**src/common/adc_regs_consts.svh**
```systemverilog
// Register offsets, reset values, field positions and frame counts for the register slice.
`ifndef ADC_REGS_CONSTS_SVH
`define ADC_REGS_CONSTS_SVH
`define ADDR_NOISE 15'h002B
`define ADDR_EDGE0 15'h002C
`define ADDR_EDGE1 15'h002D
`define ADDR_EDGE2 15'h002E
`define ADDR_SPAN0 15'h0030
`define ADDR_SPAN1 15'h0031
`define ADDR_PMODE 15'h0037
`define ADDR_TMARK 15'h003B
`define RST_NOISE 8'h10
`define RST_EDGE 24'h000000
`define RST_SPAN 16'hA000
`define RST_PMODE 8'h4B
`define RST_TMARK 8'h00
`define PMODE_LOW 8'h46
`define PMODE_HIGH 8'h4B
`define BIT_ANALOG_QUIET 2
`define BIT_CLOCK_QUIET 0
`define BIT_TM_RECV 0
`define BIT_TM_PECL 1
`define CNT_ADDR_END 5'h10
`define CNT_BYTE_END 5'h18
`define BYTE_ZERO 8'h00
`endif

```
**src/common/adc_regs_pkg.sv**
```systemverilog
// Types shared by the configuration register slice.
package adc_regs_pkg;
  typedef enum logic {ADDR_PH, DATA_PH} frame_phase_e;
  typedef logic [14:0] reg_addr_t;
endpackage : adc_regs_pkg

```
**src/hw/adc_clock_range_power_regs.sv**
```systemverilog
// Serial-port register slice: supply quieting, edge position, input span, power mode, time mark.
`timescale 1ns/1ns
`include "adc_regs_consts.svh"
module adc_clock_range_power_regs (
  input wire logic CLOCK, // 125 MHz system clock.
  input wire logic RESET, // Asynchronous reset, active high.
  input wire logic CE, // Clock enable; all state holds while low.
  input wire logic SCS_N, // Serial port chip select, active low, asynchronous pin.
  input wire logic SCLK, // Serial port clock pin, sampled.
  input wire logic SDI, // Serial port data in pin.
  output logic SDO, // Serial port data out.
  output logic SDO_OE_N, // Low while SDO is driven.
  input wire logic EDGE_CAPTURE, // One-cycle strobe: new reference edge captured.
  input wire logic [23:0] EDGE_POSITION, // Edge position measured by the capture logic.
  output logic ANALOG_SUPPLY_QUIETING_ENABLE, // Analog core supply quieting on.
  output logic CLOCK_SUPPLY_QUIETING_ENABLE, // Clock supply quieting on.
  output logic [15:0] INPUT_SPAN_CODE, // Full-scale range code for all channels.
  output logic [7:0] POWER_MODE_CODE, // First power mode code.
  output logic TIME_MARK_RECEIVER_ENABLE, // Time mark input receiver on.
  output logic TIME_MARK_PECL_MODE // Time mark input in PECL mode.
);

  ////////////////////////////////////////////////////////////////////////////////
  // Pin synchronisers.

  logic [2:0] sclk_sync_r;
  logic [1:0] cs_sync_r;
  logic [1:0] sdi_sync_r;
  logic [2:0] sclk_sync_nxt;
  logic [1:0] cs_sync_nxt;
  logic [1:0] sdi_sync_nxt;
  logic sclk_rise;
  logic sclk_fall;
  logic cs_active;

  // Stage one is read only by stage two; the third stage of SCLK feeds the edge detector.
  always_comb begin
    sclk_sync_nxt = {sclk_sync_r[1:0], SCLK};
    cs_sync_nxt = {cs_sync_r[0], SCS_N};
    sdi_sync_nxt = {sdi_sync_r[0], SDI};
  end

  // Idle pin levels at reset keep a half frame from being seen.
  always_ff @(posedge CLOCK or posedge RESET) begin
    if (RESET) begin
      sclk_sync_r <= 3'h0;
      cs_sync_r <= 2'h3;
      sdi_sync_r <= 2'h0;
    end else if (CE) begin
      sclk_sync_r <= sclk_sync_nxt;
      cs_sync_r <= cs_sync_nxt;
      sdi_sync_r <= sdi_sync_nxt;
    end
  end

  assign cs_active = ~cs_sync_r[1];
  assign sclk_rise = CE & cs_active & sclk_sync_r[1] & ~sclk_sync_r[2];
  assign sclk_fall = CE & cs_active & ~sclk_sync_r[1] & sclk_sync_r[2];

  ////////////////////////////////////////////////////////////////////////////////
  // Register storage and read decode.

  logic [7:0] noise_r;
  logic [23:0] edge_r;
  logic [15:0] span_r;
  logic [7:0] pmode_r;
  logic [7:0] tmark_r;

  // Byte view of the slice; unmapped addresses read as zero.
  function automatic logic [7:0] rd_byte(input adc_regs_pkg::reg_addr_t a);
    unique case (a)
      `ADDR_NOISE: rd_byte = noise_r;
      `ADDR_EDGE0: rd_byte = edge_r[7:0];
      `ADDR_EDGE1: rd_byte = edge_r[15:8];
      `ADDR_EDGE2: rd_byte = edge_r[23:16];
      `ADDR_SPAN0: rd_byte = span_r[7:0];
      `ADDR_SPAN1: rd_byte = span_r[15:8];
      `ADDR_PMODE: rd_byte = pmode_r;
      `ADDR_TMARK: rd_byte = tmark_r;
      default: rd_byte = `BYTE_ZERO;
    endcase
  endfunction : rd_byte

  ////////////////////////////////////////////////////////////////////////////////
  // Serial frame engine: read flag, 15-bit address, then data bytes with address ascend.

  adc_regs_pkg::frame_phase_e phase_r, phase_nxt;
  logic [4:0] bit_cnt_r, bit_cnt_nxt;
  logic [15:0] in_sr_r, in_sr_nxt;
  logic [7:0] out_sr_r, out_sr_nxt;
  adc_regs_pkg::reg_addr_t addr_r, addr_nxt;
  logic rd_r, rd_nxt;
  logic sdo_nxt;
  logic oe_n_nxt;
  logic wr_go;
  logic [7:0] wr_data;

  assign wr_data = {in_sr_r[6:0], sdi_sync_r[1]};
  assign wr_go = sclk_rise & (phase_r == adc_regs_pkg::DATA_PH) & ~rd_r &
                 (bit_cnt_r == `CNT_BYTE_END - 5'h1);

  // Bits enter on rising SCLK and leave on falling SCLK, MSB first.
  always_comb begin
    phase_nxt = phase_r;
    bit_cnt_nxt = bit_cnt_r;
    in_sr_nxt = in_sr_r;
    out_sr_nxt = out_sr_r;
    addr_nxt = addr_r;
    rd_nxt = rd_r;
    sdo_nxt = SDO;
    oe_n_nxt = 1'b1;
    if (!cs_active) begin
      phase_nxt = adc_regs_pkg::ADDR_PH;
      bit_cnt_nxt = 5'h0;
    end else begin
      oe_n_nxt = ~(rd_r & (phase_r == adc_regs_pkg::DATA_PH));
      if (sclk_rise) begin
        in_sr_nxt = {in_sr_r[14:0], sdi_sync_r[1]};
        bit_cnt_nxt = bit_cnt_r + 5'h1;
        unique case (phase_r)
          adc_regs_pkg::ADDR_PH: begin
            if (bit_cnt_r == `CNT_ADDR_END - 5'h1) begin
              rd_nxt = in_sr_r[14];
              addr_nxt = {in_sr_r[13:0], sdi_sync_r[1]};
              out_sr_nxt = rd_byte({in_sr_r[13:0], sdi_sync_r[1]});
              phase_nxt = adc_regs_pkg::DATA_PH;
            end
          end
          adc_regs_pkg::DATA_PH: begin
            // Streaming: each finished byte moves to the next address.
            if (bit_cnt_r == `CNT_BYTE_END - 5'h1) begin
              bit_cnt_nxt = `CNT_ADDR_END;
              addr_nxt = addr_r + 15'h1;
              out_sr_nxt = rd_byte(addr_r + 15'h1);
            end
          end
        endcase
      end else if (sclk_fall && phase_r == adc_regs_pkg::DATA_PH) begin
        sdo_nxt = out_sr_r[7];
        out_sr_nxt = {out_sr_r[6:0], 1'b0};
      end
    end
  end

  // Frame state; SDO is released one clock after the synchronised chip select reads high.
  always_ff @(posedge CLOCK or posedge RESET) begin
    if (RESET) begin
      phase_r <= adc_regs_pkg::ADDR_PH;
      bit_cnt_r <= 5'h0;
      in_sr_r <= 16'h0000;
      out_sr_r <= 8'h00;
      addr_r <= 15'h0000;
      rd_r <= 1'b0;
      SDO <= 1'b0;
      SDO_OE_N <= 1'b1;
    end else if (CE) begin
      phase_r <= phase_nxt;
      bit_cnt_r <= bit_cnt_nxt;
      in_sr_r <= in_sr_nxt;
      out_sr_r <= out_sr_nxt;
      addr_r <= addr_nxt;
      rd_r <= rd_nxt;
      SDO <= sdo_nxt;
      SDO_OE_N <= oe_n_nxt;
    end
  end

  ////////////////////////////////////////////////////////////////////////////////
  // Register writes and status capture.

  logic [7:0] noise_nxt;
  logic [23:0] edge_nxt;
  logic [15:0] span_nxt;
  logic [7:0] pmode_nxt;
  logic [7:0] tmark_nxt;
  logic pmode_legal;

  assign pmode_legal = (wr_data == `PMODE_LOW) || (wr_data == `PMODE_HIGH);

  // Reserved bits are stored as written so software reads back what it wrote.
  always_comb begin
    noise_nxt = noise_r;
    span_nxt = span_r;
    pmode_nxt = pmode_r;
    tmark_nxt = tmark_r;
    edge_nxt = edge_r;
    if (CE && EDGE_CAPTURE) begin
      edge_nxt = EDGE_POSITION;
    end
    if (wr_go) begin
      unique case (addr_r)
        `ADDR_NOISE: noise_nxt = wr_data;
        `ADDR_SPAN0: span_nxt[7:0] = wr_data;
        `ADDR_SPAN1: span_nxt[15:8] = wr_data;
        // A reserved code is dropped rather than stored, so the core never sees it.
        `ADDR_PMODE: pmode_nxt = pmode_legal ? wr_data : pmode_r;
        `ADDR_TMARK: tmark_nxt = wr_data;
        default: noise_nxt = noise_r;
      endcase
    end
  end

  // Defaults load under reset, before any frame can be taken.
  always_ff @(posedge CLOCK or posedge RESET) begin
    if (RESET) begin
      noise_r <= `RST_NOISE;
      edge_r <= `RST_EDGE;
      span_r <= `RST_SPAN;
      pmode_r <= `RST_PMODE;
      tmark_r <= `RST_TMARK;
    end else if (CE) begin
      noise_r <= noise_nxt;
      edge_r <= edge_nxt;
      span_r <= span_nxt;
      pmode_r <= pmode_nxt;
      tmark_r <= tmark_nxt;
    end
  end

  // Control outputs are taken straight from the register flops.
  assign ANALOG_SUPPLY_QUIETING_ENABLE = noise_r[`BIT_ANALOG_QUIET];
  assign CLOCK_SUPPLY_QUIETING_ENABLE = noise_r[`BIT_CLOCK_QUIET];
  assign INPUT_SPAN_CODE = span_r;
  assign POWER_MODE_CODE = pmode_r;
  assign TIME_MARK_RECEIVER_ENABLE = tmark_r[`BIT_TM_RECV];
  assign TIME_MARK_PECL_MODE = tmark_r[`BIT_TM_PECL];
endmodule : adc_clock_range_power_regs

```
**config.mk**
```make
export PLATFORM = sky130hd
export DESIGN_NAME = adc_clock_range_power_regs
export DESIGN_NICKNAME = d
export VERILOG_FILES = /design/src/common/adc_regs_pkg.sv /design/src/hw/adc_clock_range_power_regs.sv
export VERILOG_INCLUDE_DIRS = /design/src /design/src/common
export SDC_FILE = /design/constraint.sdc
export NUM_CORES = 1
export LEC_CHECK = 0
export BUFFER_PORTS_ARGS = -buffer_cell sky130_fd_sc_hd__buf_2
export CAP_MARGIN = 15
export CORE_MARGIN = 4
export CORE_UTILIZATION = 45
export DETAILED_ROUTE_END_ITERATION = 8
export GPL_ROUTABILITY_DRIVEN = 0
export REMOVE_ABC_BUFFERS = 1
export SLEW_MARGIN = 20
export SYNTH_ARGS = -nofsm -noshare
export SYNTH_HDL_FRONTEND = slang
export SYNTH_SLANG_ARGS = --single-unit
```
**constraint.sdc**
```tcl
create_clock -name CLOCK -period 8.4 [get_ports CLOCK]
set_input_delay 2.52 -clock CLOCK [delete_from_list [all_inputs] [get_ports CLOCK]]
set_output_delay 2.52 -clock CLOCK [all_outputs]
set_load 0.01 [all_outputs]
```
; ---- Yosys cells after proc, flatten, opt, wreduce, memory -nomap -nowiden
; Index checks and enable logic that the tools add are counted.
[totals]
register_bits = 118
[classes]
add_sub_neg = 2
n_eq_ne = 29
mux = 19
bitwise = 16
reduce_logical = 17
[ops]
columns = op, n
row1 = $eq A15 B6 Y1 const B, 21
row2 = $pmux W8 S8, 2
row3 = $mux W8, 4
row4 = $mux W15, 2
row5 = $pmux W15 S2, 1
row6 = $mux W5, 4
row7 = $eq A8 B7 Y1 const B, 2
row8 = $pmux W8 S2, 1
row9 = $add A15 B1 Y15 const B, 1
row10 = $reduce_and A3 Y1, 5
row11 = $reduce_and A5 Y1, 3
row12 = $and A1 B1 Y1, 9
row13 = $reduce_and A4 Y1, 2
row14 = $not A1 Y1, 7
row15 = $add A5 B1 Y5 const B, 1
row16 = $eq A5 B4 Y1 const B, 1
row17 = $eq A5 B5 Y1 const B, 1
row18 = $mux W1, 5
row19 = $reduce_and A2 Y1, 2
row20 = $reduce_bool A2 Y1, 2
row21 = $ne A3 B2 Y1 const B, 1
row22 = $ne A3 B3 Y1 const B, 1
row23 = $logic_and A1 B1 Y1, 2
row24 = $ne A2 B1 Y1 const B, 1
row25 = 2 further kinds, 2

; ---- Logic depth before layout (Yosys ltp)
; Gate-level depths: netlist of run 1.
[depth]
word_depth = 8
ltp_mapped = 11

; ---- Worst setup path after synthesis of run 1
; Ideal clock, no wire load.
[synth_timing]
kind = input to register
from = input port CE
to = register pmode_r[2], in the netlist POWER_MODE_CODE[2]
setup_time_ns = 0.125
arrival_time_ns = 3.939
setup_slack_ns = 4.336
path_stages = 6
n_path_buf = 1
cell_sequence = and3b_1 > and3_1 > nand4_1 > or4_1 > buf_2 > mux2_4
[synth_between]
elab_chain_len = 7
[synth_rtl]
columns = item, line
row1 = start: declaration, adc_clock_range_power_regs.sv:7  ; input wire logic CE,
row2 = $and A1 B1 Y1 (3 in series), adc_clock_range_power_regs.sv:57  ; assign sclk_rise = CE & cs_active & sclk_sync_r[1] & ~sclk_sync_r[2];
row3 = $and A1 B1 Y1 (3 in series), adc_clock_range_power_regs.sv:99  ; assign wr_go = sclk_rise & (phase_r == adc_regs_pkg::DATA_PH) & ~rd_r &
row4 = $reduce_and A4 Y1 (no line) *, --
row5 = end signal: assignment, adc_clock_range_power_regs.sv:209  ; pmode_r <= `RST_PMODE;
row6 = end signal: assignment, adc_clock_range_power_regs.sv:215  ; pmode_r <= pmode_nxt;
row7 = end: declaration, adc_clock_range_power_regs.sv:66  ; logic [7:0] pmode_r;
; Mark *: on every way between the ends. The rest lies on a longest branch, timed or not.
; A chain may end at the register's enable or synchronous reset.

; ---- Final worst setup path of run 1
[layout_timing]
from = input port CE
to = register out_sr_r[1]
[layout_between]
elab_chain_len = 6
elab_cells_between_ends = 11
[layout_rtl]
columns = item, line
row1 = $and A1 B1 Y1, "adc_clock_range_power_regs.sv:57, adc_clock_range_power_regs.sv:58"
row2 = $and A1 B1 Y1 (2 in series), adc_clock_range_power_regs.sv:58  ; assign sclk_fall = CE & cs_active & ~sclk_sync_r[1] & sclk_sync_r[2];
row3 = $logic_and A1 B1 Y1, adc_clock_range_power_regs.sv:138  ; end else if (sclk_fall && phase_r == adc_regs_pkg::DATA_PH) begin
row4 = $reduce_bool A2 Y1 (no line), --
row5 = $reduce_and A5 Y1 (no line), --
row6 = end signal: assignment, adc_clock_range_power_regs.sv:160  ; out_sr_r <= out_sr_nxt;
row7 = end: declaration, adc_clock_range_power_regs.sv:90  ; logic [7:0] out_sr_r, out_sr_nxt;
; Parallel ways exist; a longest one is shown, timed or not.

==> results of run 1 <==
==> area by class of cell <==
cell class | count | area (um^2)
clock buffers | 20 | 447
flip-flops and latches | 118 | 2970
well taps | 184 | 230
multi-input cells | 463 | 3500
inverters | 10 | 42.5
fillers | 1277 | 6940
clock inverters | 12 | 128
repair buffers | 65 | 338
==> registers in the layout, indices dropped and copies added (netlist names) <==
name             cells
phase_r              1
INPUT_SPAN_CODE     16
tmark_r              8
rd_r                 1
POWER_MODE_CODE      8
SDO                  1
SDO_OE_N             1
noise_r              8
sclk_sync_r          3
sdi_sync_r           2
bit_cnt_r            5
in_sr_r             15
addr_r              15
cs_sync_r            2
edge_r              24
out_sr_r             8
==> metal layers <==
metal,up-vias,track usage (%),wire [um]
met2,223,31.4,8110
met4,0,6.36,203
li1,2479,-,-
met5,-,0,0
met3,24,6.47,1690
met1,2711,35.0,8650
==> final timing paths <==
kind                       cells past startpoint            endpoint           start
max                                            7         out_sr_r[1]              CE
min                                            1            SDO_OE_N            rd_r
max reg2reg                                    6         out_sr_r[1]  sclk_sync_r[2]
min reg2reg                                    1            SDO_OE_N            rd_r
max in group asynchronous                      3  POWER_MODE_CODE[1]           RESET
min in group asynchronous                      2           addr_r[3]           RESET
==> synthesized netlist by cell type (4+ instances only) <==
master    number  share of area (%)
and2_1         5               0.47
a21oi_1       24                1.8
nand4_1        4               0.37
o32ai_1        6               0.78
nor2_1        28                1.6
buf_2          9               0.67
o21ai_0       24                1.8
nand2_1       42                2.3
and4_1         5               0.65
mux2i_1       37                5.5
nand2b_1       6               0.56
dfrtp_1      108                 40
buf_1          5               0.28
nor3_1         6               0.45
a211oi_1       8               0.89
mux2_2        80                 13
a31oi_1       18                1.7
clkbuf_1      29                1.6
a22oi_1       12                1.3
buf_4          4               0.45
and3_1        20                1.9
o221a_2        7                1.2
nand3_1       20                1.5
dfstp_2       10                3.9
nand3b_1      19                2.1
inv_1         10               0.56
o22ai_1       28                2.6
ha_1           6                1.1
==> worst register-to-register path, cell delays in order, from the launching register on <==
cell and delay (ns):
dfrtp_1 0.40, and4bb_2 0.67, nand3_1 0.56, nand2_1 0.92, o22ai_1 0.25, o32ai_1 0.32, nor2_1 0.07
==> report_power, final <==
| group | internal, mW | total [mW] | switching, mW |
|---|---|---|---|
| Combinational | 0.101 | 0.206 | 0.106 |
| Sequential | 0.611 | 0.696 | 0.0848 |
| Clock | 0.443 | 0.715 | 0.272 |
==> cell families (layout without fill, tap and decap cells) <==
kind of cell             after synthesis  after routing  share of synthesized area (%)
adder cells (fa/ha/maj)                6              6                           1.12
AND/OR/NAND/NOR                      180            180                           15.0
XOR/XNOR                               5              5                          0.764
buffers and inverters                 58            107                           3.75
flip-flops                           118            118                           44.2
multiplexers                         120            120                           19.6
AO/OA/AOI/OAI                        152            152                           15.6
==> results.json, run 1 <==
{
  "rsz0062_at_grt": "false",
  "final_cell_mix": "108 x dfrtp_1, 80 x mux2_2, 60 x buf_2",
  "synth-async-reset-ratio_pct": 100,
  "cts_made_buffers": 17,
  "cp_cell_sequence": "buf_2 -> and4bb_2 -> nand3_1 -> nand2_1 -> o22ai_1 -> o32ai_1 -> nor2_1",
  "synthCells": 639,
  "utilization_pct": 52.4,
  "cts_tree": "yes",
  "critPathLaunchType": "primary input",
  "cts_num_sinks": 118,
  "critPathCaptureType": "register",
  "maxSlewHeadroom_pct": 25.3,
  "worst-path-buf-inv": 1,
  "first_iter_violations": 464,
  "portBuffers": 60,
  "slowest_delay_ns": 0.92,
  "crit_slowest_cell": "nand2_1",
  "vias": 5437,
  "detailedPlace.worstSlack_ns": 2.78,
  "drtPass1Iterations": 6,
  "clk_pin_slew_worst_paths_ns": 0.06,
  "worstPathArrival_ns": 5.52,
  "routed_wl_um": 18700,
  "area_delta_synth_final_pct": 13.9,
  "synthesis.area_um2": 6710,
  "clk_latency_ns": 0.42,
  "max_freq_ghz": 0.192,
  "synth_top_flop_cell": "dfrtp_1",
  "coreArea_um2": 14600,
  "crit_family": "simple AND/OR/NAND/NOR gates",
  "cts_root_buf": "clkbuf_16",
  "status": "complete, no violations",
  "required_ns": 8.71,
  "setup_viol": 0,
  "nets": 712,
  "worst_clock_skew_ns": 0.00505,
  "grt_max_degree": 84,
  "stdcell_count": 872,
  "fin_total_pwr_mw": 1.62,
  "die_y_um": 130,
  "yosysWarnings": 0,
  "r2r_slack_ns": 5.08,
  "die_w_um": 130,
  "finalHoldViolations": 0,
  "hp-class": "register to register",
  "cts-htree-levels": 4,
  "avgViaCountPerCell": 6.24,
  "grt-ovfl-total": 0,
  "finalCritPeriodShare_pct": 62.1,
  "post_dp_cell_area_um2": 7070,
  "grt_pass1_vias": 5109,
  "antenna_cells": 0,
  "tightest_slew_ns": 1.12,
  "drc": 0,
  "p_leak_nw": 3.47,
  "maxCapViolations": 0,
  "tns_ns": 0,
  "fin_crit_ns": 5.22,
  "power.density_nw_per_um2": 212,
  "start_util_pct": 46.0,
  "fp.dieArea_um2": 16900,
  "antenna_found_initial": 0,
  "cts_buffer_depth": 2,
  "antenna_left": 0,
  "ys_types": 67,
  "criticalPathCategory": "primary input to register",
  "critPathMaxFanout": 29,
  "whs_ns": 0.476,
  "wire_per_inst_um": 21.4,
  "ir_worst_vdd_mv": 0.215,
  "syn_area_per_cell_um2": 10.5,
  "ys_seq_area_share_pct": 44.2,
  "synth_edf_count": 0,
  "cts-resized-gates": 0,
  "cts_setup_buffers": 0,
  "final_cell_area_um2": 7650,
  "grt_pass1_wl_um": 29400,
  "rows": 44,
  "drv_slew": 0,
  "track_usage_pct": 22.8,
  "final_common_cell": "dfrtp_1",
  "dp_cells": 840,
  "io_pins": 61,
  "cts_hold_buf": 0,
  "dp_hpwl_um": 12400,
  "drive_gt1_share_pct": 29.9,
  "setup_ws_ns": 3.18,
  "ys_seq_elements": 118
}
Note: power is estimated with default switching activity, not from simulation.
==> inputs of run 2 (changes only) <==
- ABC_AREA: unset -> 1
- clock period: 8.4 -> 5.38 ns (I/O delays scaled with it)
==> run 2 against run 1 <==
  * Clock-buffer cell count increased by 4
  * Critical path depth grew 5
  * Design area up 3.1%
  * Setup slack got worse by 1.5 ns
  * Synthesized cell count grew 41%
  * Final cell count increased by 33%
  * Critical path type unchanged
  * Highest routed layer is now met5
==> results.json, run 2 <==
{
  "status": "complete, no violations",
  "top_register": "edge_r",
  "antenna_left": 0,
  "maxCapViolations": 0,
  "dp_hpwl_um": 15000,
  "wire_per_inst_um": 17.8,
  "hp-class": "register to register",
  "synth-async-reset-ratio_pct": 100,
  "fin_crit_ns": 3.69,
  "synth_edf_count": 0,
  "finalCritPeriodShare_pct": 68.6,
  "grt_pass1_wl_um": 33100,
  "cts_made_buffers": 17,
  "synthTopCellsByCount": "298 x nand2_1, 108 x dfrtp_1, 84 x o21ai_0",
  "largest_reg_flops": 24,
  "clk_latency_ns": 0.42,
  "p_leak_nw": 4.06,
  "antenna_found_initial": 0,
  "synthesis.area_um2": 6840,
  "utilization_pct": 53.6,
  "final_cell_mix": "298 x nand2_1, 108 x dfrtp_1, 84 x o21ai_0",
  "io_pins": 61,
  "synth.top_cell.area_share_pct": 39.5,
  "cts_tree": "yes",
  "yosysWarnings": 0,
  "ys_seq_elements": 118,
  "critPathLaunchType": "primary input",
  "clk_pin_slew_worst_paths_ns": 0.05,
  "ys_seq_area_share_pct": 43.3,
  "yosysTopAreaCell": "dfrtp_1",
  "coreArea_um2": 14700,
  "critPathCaptureType": "register",
  "maxSlewHeadroom_pct": 34.4,
  "criticalPathCategory": "primary input to register",
  "ys_types": 42,
  "drtPass1Iterations": 8,
  "track_usage_pct": 24.2,
  "portBuffers": 60,
  "setup_ws_ns": 1.69,
  "final_common_cell": "nand2_1",
  "fillers": 1425,
  "synthCells": 903,
  "syn_area_per_cell_um2": 7.58,
  "stdcell_count": 1159,
  "first_iter_violations": 596,
  "vias": 6348,
  "cts_hold_buf": 0,
  "detailedPlace.worstSlack_ns": 1.32,
  "critPathMaxFanout": 31,
  "cts_buffer_depth": 2,
  "routed_wl_um": 20600,
  "drc": 0,
  "die_y_um": 131,
  "finalHoldViolations": 0,
  "cts-htree-levels": 4,
  "tns_ns": 0,
  "power.density_nw_per_um2": 367,
  "whs_ns": 0.466,
  "dp_cells": 1127,
  "worst_clock_skew_ns": 0.0106,
  "cts_setup_buffers": 0,
  "area_delta_synth_final_pct": 15.2,
  "nets": 999,
  "avgViaCountPerCell": 5.48,
  "cts_root_buf": "clkbuf_16",
  "die_w_um": 131,
  "worstPathArrival_ns": 3.97,
  "synth.most_common_cell": "nand2_1",
  "synth_top_flop_cell": "dfrtp_1",
  "rows": 44,
  "grt_pass1_vias": 5875,
  "cts-resized-gates": 0,
  "start_util_pct": 46.6,
  "setup_viol": 0,
  "tightest_slew_ns": 0.982,
  "ir_worst_vdd_mv": 0.268,
  "fp.dieArea_um2": 17200,
  "grt-ovfl-total": 0,
  "synth_area_leaders": "dfrtp_1 39%, nand2_1 16%, o21ai_0 6.1%, nand3_1 5.6%, mux2_2 4.1%",
  "drive_gt1_share_pct": 18.6,
  "max_freq_ghz": 0.271,
  "grt_max_degree": 45,
  "rsz0062_at_grt": "false",
  "required_ns": 5.65,
  "cts_num_sinks": 118,
  "drv_slew": 0,
  "antenna_cells": 0
}
==> run 2: final timing paths <==
path	start	end	slack (ns)	depth (start not counted)
worst min register to register	cs_sync_r[0]	cs_sync_r[0]	0.47	2
min in group asynchronous	RESET	addr_r[8]	1.21	2
worst max-delay path	CE	addr_r[2]	1.69	12
max in group asynchronous	RESET	POWER_MODE_CODE[6]	3.23	3
worst max register to register	addr_r[0]	out_sr_r[6]	1.94	16
worst min-delay path	cs_sync_r[0]	cs_sync_r[0]	0.47	2
==> run 2: kinds of logic after synthesis <==
| group | after synthesis | share of synthesized area (%) |
|---|---|---|
| multiplexers | 25 | 4.11 |
| buffers and inverters | 91 | 5.43 |
| XOR/XNOR | 2 | 0.256 |
| AO/OA/AOI/OAI | 131 | 10.4 |
| flip-flops | 118 | 43.3 |
| AND/OR/NAND/NOR | 530 | 35.3 |
| adder cells (fa/ha/maj) | 6 | 1.10 |
==> run 2: stage by stage <==
step	cell area, um^2	power, mW
after floorplan	6720	1.52
after global placement	7290	1.75
after detailed placement	7290	1.75
after CTS	7880	2.89
after global routing	7880	3.03
final	7880	2.89
==> run 2: cell type report <==
class                           instances  area (um^2)  area share, %
Clock buffer                           24          492           6.24
Clock inverter                          8         98.8           1.25
Inverter                               66          250           3.18
Multi-Input combinational cell        694         3510           44.5
Sequential cell                       118         2970           37.6
Tap cell                              184          230           2.92
Timing Repair Buffer                   65          338           4.29
==> run 2: per-layer routing <==
metal	global-route usage [%]	wire, um	up-vias	part of all wire, %
met5	2.22	48	-	0.23
met4	4.49	225	2	1.1
met3	6.57	1620	25	7.9
met2	35.2	8810	224	43
met1	36.3	9920	2981	48
li1	-	-	3116	-
==> run 2: report_power, final <==
part           switching (mW)  internal [mW]  leakage, nW
Sequential              0.109           1.02         1.40
Combinational           0.466          0.167         2.37
Clock                   0.404          0.728        0.286
Total                   0.979           1.91         4.06
==> run 2: worst max-delay path, stage by stage <==
cell and delay [ns]:
buf_2 0.18, nand2_1 0.12, nor3_2 0.04, buf_4 0.21, inv_1 0.10, nor2_1 0.04, inv_1 0.21, nor2_1 0.09
nor2_1 0.54, inv_1 0.49, o211ai_1 0.20, o21ai_0 0.11
==> inputs of run 3 (changes only) <==
- clock period: 5.38 -> 3.4 ns (I/O delays scaled with it)
==> run 3 against run 2 <==
  * Sequential share of layout area decreased by 0.59 points
  * Global-route usage increased by 0.83 points
  * Routed wire length increased by 1.5%
  * Clock skew increased by 0.0091 ns
  * Non-clock buffer count increased by 7
  * Largest cell class unchanged
==> results.json, run 3 (synthesis results as in run 2) <==
{
  "grt_pass1_wl_um": 34100,
  "die_y_um": 131,
  "critPathLaunchType": "register",
  "cts_num_sinks": 118,
  "finalCritPeriodShare_pct": 83.9,
  "cts_root_buf": "clkbuf_16",
  "setup_viol": 0,
  "tightest_slew_ns": 0.763,
  "cts_made_buffers": 17,
  "die_w_um": 131,
  "area_delta_synth_final_pct": 17.0,
  "drtPass1Iterations": 5,
  "switchingPower_mw": 1.60,
  "final_cell_mix": "298 x nand2_1, 108 x dfrtp_1, 84 x o21ai_0",
  "drc": 0,
  "hp-class": "register to register",
  "vias": 6494,
  "status": "complete, no violations",
  "wire_per_inst_um": 17.9,
  "cp_cell_sequence": "ha_1 -> nand2_1 -> nor2_4 -> nand2_1 -> nand2_1 -> nand2_1 -> inv_1 -> nand3_1 -> nor2_1 -> nand4_1 -> nand2_1 -> nor2_1 -> nand2_1 -> nand2_2 -> a21oi_2",
  "largest_reg_flops": 24,
  "grt-ovfl-total": 0,
  "whs_ns": 0.460,
  "power.density_nw_per_um2": 603,
  "dp_hpwl_um": 15200,
  "grt_pass1_vias": 6098,
  "maxSlewHeadroom_pct": 48.9,
  "required_ns": 3.76,
  "first_iter_violations": 810,
  "fin_crit_ns": 2.85,
  "critPathMaxFanout": 8,
  "portBuffers": 60,
  "drive_gt1_share_pct": 19.2,
  "cts_buffer_depth": 2,
  "final_common_cell": "nand2_1",
  "cp_num_cells": 15,
  "p_clk_share_pct": 40.9,
  "critPathCaptureType": "register",
  "crit_path_frequent_cell": "nand2_1",
  "fp.dieArea_um2": 17200,
  "worstRegToRegCells": 15,
  "worst-path-buf-inv": 1,
  "clk_pin_slew_worst_paths_ns": 0.06,
  "drv_slew": 0,
  "internal-power_mw": 3.23,
  "r2r_slack_ns": 0.55,
  "cts-resized-gates": 0,
  "cts-htree-levels": 4,
  "nets": 1006,
  "antenna_left": 0,
  "criticalPathCategory": "register to register",
  "max_freq_ghz": 0.350,
  "slowest_delay_ns": 0.56,
  "antenna_cells": 0,
  "tns_ns": 0,
  "netSwitchingFraction_pct": 33.1,
  "clk_latency_ns": 0.43,
  "p_leak_nw": 4.12,
  "maxCapViolations": 0,
  "worst_clock_skew_ns": 0.0197,
  "cts_hold_buf": 0,
  "track_usage_pct": 25.0,
  "cts_tree": "yes",
  "fillers": 1420,
  "avgViaCountPerCell": 5.57,
  "routed_wl_um": 20900,
  "crit_family": "simple AND/OR/NAND/NOR gates",
  "worstPathArrival_ns": 3.21,
  "cts_setup_buffers": 0,
  "ir_worst_vdd_mv": 0.500,
  "grt_max_degree": 61,
  "top_register": "edge_r",
  "coreArea_um2": 14700,
  "antenna_found_initial": 0,
  "rows": 44,
  "hold-path-cell-count": 2,
  "p_comb_share_pct": 22.3,
  "io_pins": 61,
  "crit_slowest_cell": "nor2_1",
  "rsz0062_at_grt": "false",
  "start_util_pct": 46.6,
  "seq_power_share_pct": 36.8,
  "finalHoldViolations": 0
}
run 3: cell types whose count changed in the layout (fill, tap and decap cells not counted):
cell	delta
buf_4	+5
clkbuf_8	-4
bufinv_16	+3
buf_12	+2
clkbuf_1	-1
clkinv_4	+1
clkinvlp_4	+1
run 3: area by class of cell:
class	count	area (um^2)	area share, %
sequential	118	2970	37.0
timing repair buffer	72	415	5.19
multi-input combinational	694	3510	43.8
inverter	66	250	3.13
tap	184	230	2.88
clock inverter	13	205	2.56
clock buffer	19	433	5.41
run 3: tightest hold or removal path: stages (launching register included):
cell and delay (ns):
dfstp_2 0.36, nand2_1 0.05, nand2_1 0.04
run 3: layer usage:
| metal | routed length (um) | share of wire, % | GRT usage, % | up-vias |
|---|---|---|---|---|
| met4 | 336 | 1.6 | 7.18 | 0 |
| li1 | - | - | - | 3121 |
| met1 | 9660 | 46 | 36.0 | 3088 |
| met3 | 1690 | 8.1 | 6.04 | 28 |
| met2 | 9240 | 44 | 37.8 | 257 |
| met5 | 0 | 0 | 0 | - |
run 3: final timing paths:
check                             startpoint                 end
min in group asynchronous              RESET          addr_r[13]
max in group asynchronous              RESET  POWER_MODE_CODE[6]
worst max-delay path               addr_r[1]         out_sr_r[4]
worst max register to register     addr_r[1]         out_sr_r[4]
worst min register to register  cs_sync_r[0]        cs_sync_r[0]
worst min-delay path            cs_sync_r[0]        cs_sync_r[0]
run 3: metrics by stage:
stage	area (um^2)	setup slack, ns	utilization (%)	cells	total power [mW]
global route	8010	0.325	54.5	1166	5.05
CTS	8010	0.656	54.5	1166	4.84
global placement	7370	0.238	50.1	1134	2.85
detailed placement	7370	0.204	50.1	1134	2.85
finish	8010	0.546	54.5	1166	4.83
floorplan	6720	-0.733	-	878	2.41
run 3: power groups by stage:
| stage | clock network [mW] | registers (mW) | logic (mW) |
|---|---|---|---|
| 6_report | 1.97 | 1.78 | 1.08 |
| 3_5_place_dp | 0 | 1.79 | 1.06 |
| 5_1_grt | 2.07 | 1.80 | 1.18 |
| 4_1_cts | 2.00 | 1.77 | 1.07 |
| 2_1_floorplan | 0 | 1.74 | 0.670 |
| 3_3_place_gp | 0 | 1.80 | 1.05 |
